### src/adc_ctrl_pkg.sv
// Notes on behaviour
// Two-bit burnout select picks off or three currents
// Temperature diode selection forces burnout off, bias on
// Offset cancel off: plain single conversions
// Offset cancel: normal minus swapped, halved
// Offset cancel doubles time per result
// Continuous with cancel: back-to-back one-shots, filter reset
// Gain codes 0-5: analog gain, digital gain one
// Gain codes 6-7: analog 16, digital 2 or 4
// Digital gain is shift left with rounding
// Settings latch at conversion start only
package adc_ctrl_pkg;

    // ****************************************************************
    // Field codes
    // ****************************************************************
    localparam logic [1:0] BURN_OFF      = 2'h0;   // No source/sink current
    localparam logic [1:0] BURN_0U9      = 2'h1;   // 0.9 uA
    localparam logic [1:0] BURN_3U7      = 2'h2;   // 3.7 uA
    localparam logic [1:0] BURN_15U      = 2'h3;   // 15 uA
    localparam logic [7:0] SEL_TEMP      = 8'hDE;  // Temperature diode pair
    localparam logic [1:0] MODE_CONT     = 2'h3;   // Continuous conversion
    localparam logic [2:0] GAIN_X32      = 3'h6;   // First digital-gain code
    localparam logic [2:0] GAIN_X64      = 3'h7;   // Second digital-gain code
    localparam logic [2:0] AGAIN_X16     = 3'h5;   // Analog gain index of 16x
    localparam logic [2:0] AGAIN_RESET   = 3'h1;   // Analog gain index after reset (1x)
    localparam logic [1:0] DSHIFT_NONE   = 2'h0;   // Digital gain 1
    localparam logic [1:0] DSHIFT_X2     = 2'h1;   // Digital gain 2
    localparam logic [1:0] DSHIFT_X4     = 2'h2;   // Digital gain 4
    localparam int         DATA_W        = 16;     // Result width
    localparam int         ACC_W         = 20;     // Raw filter word width

endpackage

### src/adc_input_gain_autozero_ctrl.sv
`timescale 1ns/100ps
module adc_input_gain_autozero_ctrl (
    // Clock and reset
    input  wire logic                      sys_clk,
    input  wire logic                      resetn,
    // Host settings
    input  wire logic [1:0]                burnoutSelect,
    input  wire logic [7:0]                inputSelectCode,
    input  wire logic                      scanActive,
    input  wire logic [7:0]                scanEntryCode,
    input  wire logic                      inputSwapOffsetCancel,
    input  wire logic [1:0]                conversionModeSelect,
    input  wire logic [2:0]                gainCode,
    // Conversion control
    input  wire logic                      convStart,
    input  wire logic                      filterDone,
    input  wire logic signed [19:0]        filterWord,
    // Analog controls
    output logic      [1:0]                burnoutCurrent_reg,
    output logic                           diodeBias_reg,
    output logic                           inputSwap_reg,
    output logic      [2:0]                analogGain_reg,
    output logic      [1:0]                digitalShift_reg,
    output logic                           filterReset_reg,
    output logic                           converting_reg,
    // Result
    output logic signed [15:0]             result_reg,
    output logic                           resultValid_reg
);

    // ****************************************************************
    // Sequencer state
    // ****************************************************************
    typedef enum logic [1:0] {IDLE, CONV_NORM, CONV_SWAP} seq_e;

    seq_e                      state_reg;      // Conversion phase
    seq_e                      state_next;
    logic                      azLatched_reg;  // Offset cancel latched at start
    logic                      contLatched_reg; // Continuous with cancel latched at start
    logic signed [15:0]        normRes_reg;    // Result of normal phase
    logic signed [15:0]        gained;         // Current phase, gain applied
    logic                      tempSel;        // Diode pair is selected
    logic                      startOk;        // Begin a new result
    logic                      restart;        // Continuous: chain next result
    logic signed [16:0]        azDiff;         // Normal minus swapped
    logic [2:0]                aGainNext;
    logic [1:0]                dShiftNext;

    // ****************************************************************
    // Decodes
    // ****************************************************************
    // temperature diode detect
    assign tempSel = scanActive ? (scanEntryCode == adc_ctrl_pkg::SEL_TEMP)
                                : (inputSelectCode == adc_ctrl_pkg::SEL_TEMP);
    // analog gain follows code up to 16x
    assign aGainNext = (gainCode >= adc_ctrl_pkg::GAIN_X32) ? adc_ctrl_pkg::AGAIN_X16
                                                            : gainCode;
    // digital gain for top two codes
    assign dShiftNext = (gainCode == adc_ctrl_pkg::GAIN_X64) ? adc_ctrl_pkg::DSHIFT_X4 :
                        (gainCode == adc_ctrl_pkg::GAIN_X32) ? adc_ctrl_pkg::DSHIFT_X2 :
                                                               adc_ctrl_pkg::DSHIFT_NONE;
    // continuous with cancel chains the next result itself
    assign restart = contLatched_reg;
    assign startOk = (state_reg == IDLE) && (convStart || restart);
    // halve the difference
    assign azDiff  = (17'(normRes_reg) - 17'(gained)) >>> 1;

    gain_shift_round u_gain (
        .rawWord    (filterWord),
        .shiftAmt   (digitalShift_reg),
        .resultWord (gained)
    );

    // ****************************************************************
    // Next state
    // ****************************************************************
    always_comb begin
        state_next = state_reg;
        unique case (state_reg)
            IDLE: begin
                // Host request or chained restart, no gap beyond one idle cycle
                if (startOk) begin
                    state_next = CONV_NORM;
                end
            end
            CONV_NORM: begin
                // second period when cancelling
                if (filterDone) begin
                    state_next = azLatched_reg ? CONV_SWAP : IDLE;
                end
            end
            CONV_SWAP: begin
                if (filterDone) begin
                    state_next = IDLE;
                end
            end
            // Unused code: fall back to idle
            default: begin
                state_next = IDLE;
            end
        endcase
    end

    // ****************************************************************
    // Sequencer and latched settings
    // ****************************************************************
    // Settings latch only at start, so mid-conversion writes wait
    always_ff @(posedge sys_clk or negedge resetn) begin
        if (!resetn) begin
            state_reg        <= IDLE;
            azLatched_reg    <= 1'b0;
            contLatched_reg  <= 1'b0;
            analogGain_reg   <= adc_ctrl_pkg::AGAIN_RESET;
            digitalShift_reg <= adc_ctrl_pkg::DSHIFT_NONE;
            converting_reg   <= 1'b0;
        end else begin
            state_reg      <= state_next;
            converting_reg <= (state_next != IDLE);
            // latch at conversion start
            if (startOk) begin
                azLatched_reg    <= inputSwapOffsetCancel;
                contLatched_reg  <= inputSwapOffsetCancel &&
                                    (conversionModeSelect == adc_ctrl_pkg::MODE_CONT);
                analogGain_reg   <= aGainNext;
                digitalShift_reg <= dShiftNext;
            end
        end
    end

    // ****************************************************************
    // Analog side controls
    // ****************************************************************
    // Burnout may follow the host at any time; it is a separate source
    always_ff @(posedge sys_clk or negedge resetn) begin
        if (!resetn) begin
            burnoutCurrent_reg <= adc_ctrl_pkg::BURN_OFF;
            diodeBias_reg      <= 1'b0;
        end else begin
            // burnout decode with diode override
            burnoutCurrent_reg <= tempSel ? adc_ctrl_pkg::BURN_OFF : burnoutSelect;
            diodeBias_reg      <= tempSel;
        end
    end

    // Swap inputs only during the second phase
    always_ff @(posedge sys_clk or negedge resetn) begin
        if (!resetn) begin
            inputSwap_reg   <= 1'b0;
            filterReset_reg <= 1'b0;
        end else begin
            // swap only in second phase
            inputSwap_reg   <= (state_next == CONV_SWAP);
            // filter reset after each phase, only when offset cancel is latched
            filterReset_reg <= filterDone && (state_reg != IDLE) && azLatched_reg;
        end
    end

    // ****************************************************************
    // Results
    // ****************************************************************
    always_ff @(posedge sys_clk or negedge resetn) begin
        if (!resetn) begin
            normRes_reg     <= '0;
            result_reg      <= '0;
            resultValid_reg <= 1'b0;
        end else begin
            resultValid_reg <= 1'b0;
            if (filterDone && state_reg == CONV_NORM) begin
                if (azLatched_reg) begin
                    normRes_reg <= gained;
                end else begin
                    // plain result
                    result_reg      <= gained;
                    resultValid_reg <= 1'b1;
                end
            end else if (filterDone && state_reg == CONV_SWAP) begin
                // cancelled result
                result_reg      <= azDiff[15:0];
                resultValid_reg <= 1'b1;
            end
        end
    end
endmodule // adc_input_gain_autozero_ctrl

### src/gain_shift_round.sv
`timescale 1ns/100ps
// Digital gain: shift raw filter word left, round to result, saturate
module gain_shift_round (
    // Raw signed filter word and shift
    input  wire logic signed [adc_ctrl_pkg::ACC_W-1:0]  rawWord,
    input  wire logic        [1:0]                      shiftAmt,
    // Rounded, saturated result
    output logic      signed [adc_ctrl_pkg::DATA_W-1:0] resultWord
);
    localparam int DROP = adc_ctrl_pkg::ACC_W - adc_ctrl_pkg::DATA_W;
    localparam int EXT  = adc_ctrl_pkg::ACC_W + 4;

    logic signed [EXT-1:0] shifted;   // Gain applied with headroom
    logic signed [EXT-1:0] rounded;   // Half LSB added before truncation
    logic signed [EXT-DROP-1:0] trunc; // Candidate result, still wide
    logic signed [EXT-DROP-1:0] maxV;
    logic signed [EXT-DROP-1:0] minV;

    // shift and round
    assign shifted = EXT'(rawWord) <<< shiftAmt;
    assign rounded = shifted + (EXT'(1) <<< (DROP - 1));
    assign trunc   = rounded[EXT-1:DROP];
    assign maxV    = (EXT-DROP)'((1 <<< (adc_ctrl_pkg::DATA_W - 1)) - 1);
    assign minV    = -maxV - (EXT-DROP)'(1);

    // Saturate so large gain never wraps sign
    always_comb begin
        if (trunc > maxV) begin
            resultWord = maxV[adc_ctrl_pkg::DATA_W-1:0];
        end else if (trunc < minV) begin
            resultWord = minV[adc_ctrl_pkg::DATA_W-1:0];
        end else begin
            resultWord = trunc[adc_ctrl_pkg::DATA_W-1:0];
        end
    end
endmodule // gain_shift_round

### config.mk
export PLATFORM = sky130hd
export DESIGN_NAME = adc_input_gain_autozero_ctrl
export DESIGN_NICKNAME = d
export VERILOG_FILES = /design/src/adc_ctrl_pkg.sv /design/src/adc_input_gain_autozero_ctrl.sv /design/src/gain_shift_round.sv
export SDC_FILE = /design/constraint.sdc
export NUM_CORES = 1
export LEC_CHECK = 0
export BUFFER_PORTS_ARGS = -buffer_cell sky130_fd_sc_hd__buf_4
export CORE_MARGIN = 1.5
export CORE_UTILIZATION = 36
export CTS_BUF_LIST = sky130_fd_sc_hd__clkbuf_8
export DETAILED_ROUTE_END_ITERATION = 8
export PLACE_DENSITY = 0.55
export SYNTH_ARGS = -nofsm -noshare
export SYNTH_HDL_FRONTEND = slang
export SYNTH_HIERARCHICAL = 1
export SYNTH_SLANG_ARGS = --single-unit
### constraint.sdc
create_clock -name sys_clk -period 6.8 [get_ports sys_clk]
set_clock_uncertainty 0.05 [all_clocks]
set_input_delay 0 -clock sys_clk [delete_from_list [all_inputs] [get_ports sys_clk]]
set_output_delay 0 -clock sys_clk [all_outputs]
set_load 0.03 [all_outputs]
# After elaboration in Yosys (flattened, before gate mapping)

Index checks and enable logic that the tools add are counted.

Flip-flop bits (word level): 48

Order comparisons: 3
Add/sub/neg operators: 2
Equality and inequality tests: 9
Shifts and indexed selects: 1
Reduce and logical (&&, ||, !) cells: 13
Mux-type cells: 18

Operators with widths:

| kind                                                     | number |
|---|---|
| 2-to-1 mux 16 bit                                        | 5 |
| adder 24 x 5 -> 24 bit, second input constant            | 1 |
| <<< shifter 20 x 2 -> 24 bit                             | 1 |
| > comparator 20 x 16 -> 1 bit, second input constant     | 1 |
| < comparator 20 x 16 -> 1 bit, second input constant     | 1 |
| subtractor 16 x 16 -> 17 bit                             | 1 |
| == test 8 bit, second input constant                     | 2 |
| 2-to-1 mux 2 bit                                         | 6 |
| == test 2 bit, second input constant                     | 3 |
| == test 3 bit, second input constant                     | 2 |
| logical AND 1 bit                                        | 6 |
| one-hot mux 2 bit (3 select lines)                       | 1 |
| nonzero test 2 bit                                       | 3 |
| 2-to-1 mux 1 bit                                         | 5 |
| AND reduction 2 bit                                      | 2 |
| greater-or-equal comparator 3 bit, second input constant | 1 |
| 2-to-1 mux 3 bit                                         | 1 |
| == test 2 x 1 -> 1 bit, second input constant            | 1 |
| zero test 2 bit                                          | 1 |
| inequality test 2 bit, second input constant             | 1 |
| logical OR 1 bit                                         | 1 |

# Depth between registers and ports, before layout

Word-level depth: 8
Gate-level depth with buffers: 24

# Cells and area by module

Netlist, hierarchy kept.

Modules (own cells, without submodules):

| module                       | cells each | instances | area an instance (um^2) |
|---|---|---|---|
| adc_input_gain_autozero_ctrl | 317        | 1         | 2803.9 |
| gain_shift_round             | 186        | 1         | 1368.8 |

# Worst setup path after synthesis

No wires, ideal clock.

Kind: reg2reg
Start point: reg digitalShift_reg[0]
End point: reg result_reg[13]
Data arrival time: 4965 ps
Library setup time: 120 ps
Required time: 6630 ps
Path slack: 1665 ps
Stages on the path, launching flop included: 22
Cell sequence: dfrtp_1 > buf_2 > buf_2 > buf_1 > buf_1 > mux2i_1 > ha_1 > o211ai_1 > or2_1 > clkbuf_2 > or3_1 > a21oi_2 > o21ai_2 > buf_6 > a21oi_1 > inv_1 > ha_1 > a2111o_1 > o21ai_2 > o21ai_1 > a2111o_1 > and3_1

Word-level cells in the longest chain between the ends: 8
Elaborated cells on any way between the ends: 10
Those cells by class: add/sub: 2; order compare: 2; shift: 1; mux: 5

RTL lines:

| what                             | line                                | source |
|---|---|---|
| start, declared                  | adc_input_gain_autozero_ctrl.sv:23  | `output logic [1:0] digitalShift_reg,` |
| start signal, assigned           | adc_input_gain_autozero_ctrl.sv:114 | `digitalShift_reg <= adc_ctrl_pkg::DSHIFT_NONE;` |
| start signal, assigned           | adc_input_gain_autozero_ctrl.sv:125 | `digitalShift_reg <= dShiftNext;` |
| <<< shifter 20 x 2 -> 24 bit (*) | gain_shift_round.sv:20              | `assign shifted = EXT'(rawWord) <<< shiftAmt;` |
| adder 24 x 5 -> 24 bit (*)       | gain_shift_round.sv:21              | `assign rounded = shifted + (EXT'(1) <<< (DROP - 1));` |
| < comparator 20 x 16 -> 1 bit    | gain_shift_round.sv:30              | `end else if (trunc < minV) begin` |
| 2-to-1 mux 16 bit                | gain_shift_round.sv:30              |  |
| 2-to-1 mux 16 bit (*)            | gain_shift_round.sv:28              | `if (trunc > maxV) begin` |
| net gained[7]                    | adc_input_gain_autozero_ctrl.sv:41  | `logic signed [15:0] gained;` |
| subtractor 16 x 16 -> 17 bit (*) | adc_input_gain_autozero_ctrl.sv:66  | `assign azDiff = (17'(normRes_reg) - 17'(gained)) >>> 1;` |
| 2-to-1 mux 16 bit (*)            | adc_input_gain_autozero_ctrl.sv:176 | `end else if (filterDone && state_reg == CONV_SWAP) begin` |
| 2-to-1 mux 16 bit (*)            | adc_input_gain_autozero_ctrl.sv:168 | `if (filterDone && state_reg == CONV_NORM) begin` |
| end signal, assigned             | adc_input_gain_autozero_ctrl.sv:173 | `result_reg <= gained;` |
| end signal, assigned             | adc_input_gain_autozero_ctrl.sv:178 | `result_reg <= azDiff[15:0];` |
| end, declared                    | adc_input_gain_autozero_ctrl.sv:27  | `output logic signed [15:0] result_reg,` |

The timed path passes the listed nets; every way through them passes the cells marked *. The select of a mux whose other input is x is not followed.
A chain may end at the register's enable or synchronous reset.

# Worst setup path after layout

Start point: reg digitalShift_reg[1]
End point: reg result_reg[13]

Same word-level chain as after synthesis.

==> summary.txt <==
Outcome
  • Outcome: complete, no violations

GRT
  • First-pass GRT wire length: 19200 um
  • Global route total overflow: 0
  • Largest net degree at the start of global routing: 49
  • Number of global-route vias before repair: 4069
  • Tot GR Track Use: 18.9%
  • Initial antenna violation count: 0

Clock tree
  • Maximum clock insertion buffer count: 2
  • Root Driver: clkbuf_8
  • CTS sink count: 48
  • Clock Latency Late Sink: 0.31 ns
  • CTS Buf Count: 5
  • Postcts setup bufs: 0
  • CTS tree: built
  • Clock-pin slew on the worst setup and hold paths: 0.09 ns
  • H-tree depth: 2
  • Post-CTS sizing: 0

STA
  • Setup TNS: 0 ns
  • Final Setup Violations: 0
  • Rel. slew slack: 49.6%
  • Final period util: 75.3%
  • Unrepaired setup endpoints after global routing: no
  • Max Clk Rate: 195 MHz
  • Slew Limit Fails: 0
  • Measured slew at the worst slew-check pin: 0.756 ns
  • Fin crit period: 5.12 ns
  • Final hold vios: 0

Route
  • Initial DRC Count: 218
  • Detail Route Antenna Nets: 0
  • Final WL: 11300 um
  • Via count: 4037
  • Drt pass-1 iters: 4
  • # DRC: 0
  • WL/cell: 15.7 um
  • DR vias/cell: 5.58

Critical path
  • CP arrival: 5.28 ns
  • CP delay by family, top: compound AO/OA/AOI/OAI gates
  • Type of the worst setup path: reg2reg
  • Register-to-Register Path Depth: 18
  • Buffers plus inverters on the worst setup path: 0
  • Startpoint class of the critical path: flip-flop
  • CP peak stage delay: 0.84 ns
  • Worst reg2reg setup slack: 1.68 ns
  • Worst-path maximum fanout: 19
  • Critical path's slowest cell: dfrtp_1
  • Critical R2R Launch: digitalShift_reg[1]
  • Worst-path cell chain: mux2_2 -> nor2_1 -> a21oi_1 -> ha_1 -> o211ai_1 -> or2_1 -> or3_1 -> a21oi_2 -> o21ai_2 -> a21oi_1 -> nor2b_1 -> fa_1 -> nor2b_1 -> o31a_1 -> o21ai_2 -> o21ai_1 -> a2111o_1 -> and3_1
  • Req. time, crit path: 6.96 ns
  • CP endpoint kind: flip-flop
  • Reg-to-reg critical path endpoint: result_reg[13]

Finish
  • Fin cells: 724
  • Sequential standard cell area: 1200 um^2
  • Antenna diode count: 0
  • Layout cells sized above 1: 22.0%
  • Area growth syn-to-layout: 20.9%
  • Layout Nets: 646
  • Design Area, Final: 5040 um^2
  • Fillers: 1145
  • Multi-input gate area: 2730 um^2

Pwr
  • Pwr Total: 0.00214 W
  • Leakage Power: 2.20 nW
  • VDD IR-drop max: 0.205 mV
  • Pwr dens: 425 nW/um^2

Logic synthesis
  • Syn Area/Cell: 8.30 um^2
  • Top-count cell post-synth: nand2_1
  • Syn Inst Count: 503
  • Sequential fraction of the synthesis area: 28.8%
  • Main combinational cell family by area after synthesis: compound AO/OA/AOI/OAI gates
  • Mapped Area: 4170 um^2
  • Most frequent cells after synthesis: nand2_1, a21oi_1, dfrtp_1, o21ai_0, inv_1
  • Share of the synthesized area in the top cell type: 28.2%
  • Most area-hungry cell type in the Yosys netlist: dfrtp_1
  • Xor and xnor area share after synthesis: 3.99%
  • Synth Net Count: 569
  • Ys flop type: dfrtp_1
  • EDFF count, synth: 0
  • Synth Area in Compound Gates: 25.3%
  • Post-synthesis cell type count: 83
  • Adder-cell share of the synthesized area: 5.28%
  • Mux cell area share after synthesis: 9.24%
  • Main area contributors after synthesis: dfrtp_1, nand2_1, a21oi_1
  • Seq cells post-synth: 48
  • Syn. warnings: 6
  • Post-synth ARST share: 100%
  • Synth Area in Simple Gates: 21.6%

Die
  • DIE AREA: 12200 um^2
  • Die Wd: 111 um
  • Die Span Y: 111 um
  • Starting Density: 36.7%
  • Row Count: 39
  • Ports: 77
  • Core area: 11400 um^2

Min path
  • Worst Hold Endpoint: diodeBias_reg
  • Min-delay src: scanActive
  • Hold Crit Depth: 4
  • Worst hold path class: in2reg

Placed design
  • Post-Place Cells: 702
  • Post-DP HPWL: 8740 um
  • Placed inst area: 4810 um^2
  • GPL Wtd Cong: 0.866
  • Port bufs: 76

Flow run
  • Max Cap Violations: 0
[area by class of cell]
cell class | instances | area share (%)
tap | 143 | 3.55
clock buffer | 6 | 1.64
clock inverter | 2 | 0.198
multi-input combinational | 405 | 54.1
inverter | 25 | 1.86
sequential | 48 | 23.8
timing repair buffer | 95 | 14.8
[worst reg2reg max path: stages, from the launching register on]
cell and delay (ns):
dfrtp_1 0.84, mux2_2 0.34, nor2_1 0.05, a21oi_1 0.16
ha_1 0.23, o211ai_1 0.15, or2_1 0.39, or3_1 0.41
a21oi_2 0.15, o21ai_2 0.20, a21oi_1 0.27, nor2b_1 0.25
fa_1 0.25, nor2b_1 0.08, o31a_1 0.29, o21ai_2 0.26
o21ai_1 0.15, a2111o_1 0.38, and3_1 0.14
[through the flow]
step	utilization [%]	setup WS [ns]	hold slack, ns
final	44.4	1.68	0.0485
after global routing	44.4	1.33	0.0893
after CTS	44.4	1.73	0.0460
after detailed placement	42.3	1.74	0.0260
after global placement	42.3	1.91	0.0211
after floorplan	-	1.67	-0.346
[timing repair]
| item | 4_1_cts | 5_1_grt |
|---|---|---|
| endpoints found under the setup margin | 0 | 0 |
| hold endpoints to repair | 60 | 0 |
| hold buffers | 14 | 0 |
[where the power goes]
group	switching, W	internal (W)	leakage, nW
clock	0.000102	0.0000815	0.0510
sequential	0.0000991	0.000408	0.606
combinational	0.000863	0.000590	1.54
total	0.00106	0.00108	2.20
[routing by layer]
layer  up-vias  part of all wire (%)  global-route usage, %  wire length [um]
li1       1985                     -                      -                 -
met1      1922                    45                   23.6              5070
met2       113                    50                   33.5              5610
met3        17                   4.4                   3.50               495
met4         0                   1.4                   5.04               157
met5         -                     0                      0                 0
[cells by family (layout without fill, tap and decap cells)]
| kind of cell | Yosys count | count (layout) |
|---|---|---|
| adders and majority gates | 17 | 17 |
| buffers and inverters | 50 | 128 |
| and+or+nand+nor | 176 | 176 |
| AOI/OAI and AO/OA | 162 | 162 |
| DFF | 48 | 48 |
| xor gates and xnor gates | 19 | 19 |
| muxes | 31 | 31 |
[worst max-delay path by stage]
| stage | start | to | slack [ns] | depth (start not counted) |
|---|---|---|---|---|
| final | digitalShift_reg[1] | result_reg[13] | 1.68 | 18 |
| after global placement | digitalShift_reg[1] | result_reg[13] | 1.91 | 16 |
| after detailed placement | digitalShift_reg[1] | result_reg[9] | 1.74 | 18 |
| after floorplan | digitalShift_reg[0] | result_reg[13] | 1.67 | 21 |
| after global routing | digitalShift_reg[1] | result_reg[13] | 1.33 | 18 |
| after CTS | digitalShift_reg[1] | result_reg[13] | 1.73 | 18 |
[layout by cell type, fill, tap and decap left out, types with 3 or more instances in the layout]
cell,netlist,final
a21o_1,4,4
and3_1,7,7
a31oi_1,5,5
xor2_1,9,9
xnor2_1,10,10
dlygate4sd3_1,0,14
o31ai_1,5,5
nor2b_1,5,5
o22ai_1,3,3
nand3_1,17,17
a211oi_1,3,3
inv_1,24,24
or3_1,3,3
nor3_1,18,18
clkbuf_8,0,6
ha_1,16,16
mux4_2,3,3
nand2b_1,7,7
nor2_1,17,17
o221ai_1,4,4
nand2_1,71,71
buf_4,0,81
a21oi_1,51,51
dfrtp_1,47,47
nand4_1,3,3
o21ai_2,3,3
o21ai_0,46,46
mux2_2,13,13
o21ai_1,3,3
mux2i_1,13,13
and2_1,6,6
o211ai_1,4,4
No activity file was read; power rests on OpenSTA's default activity.
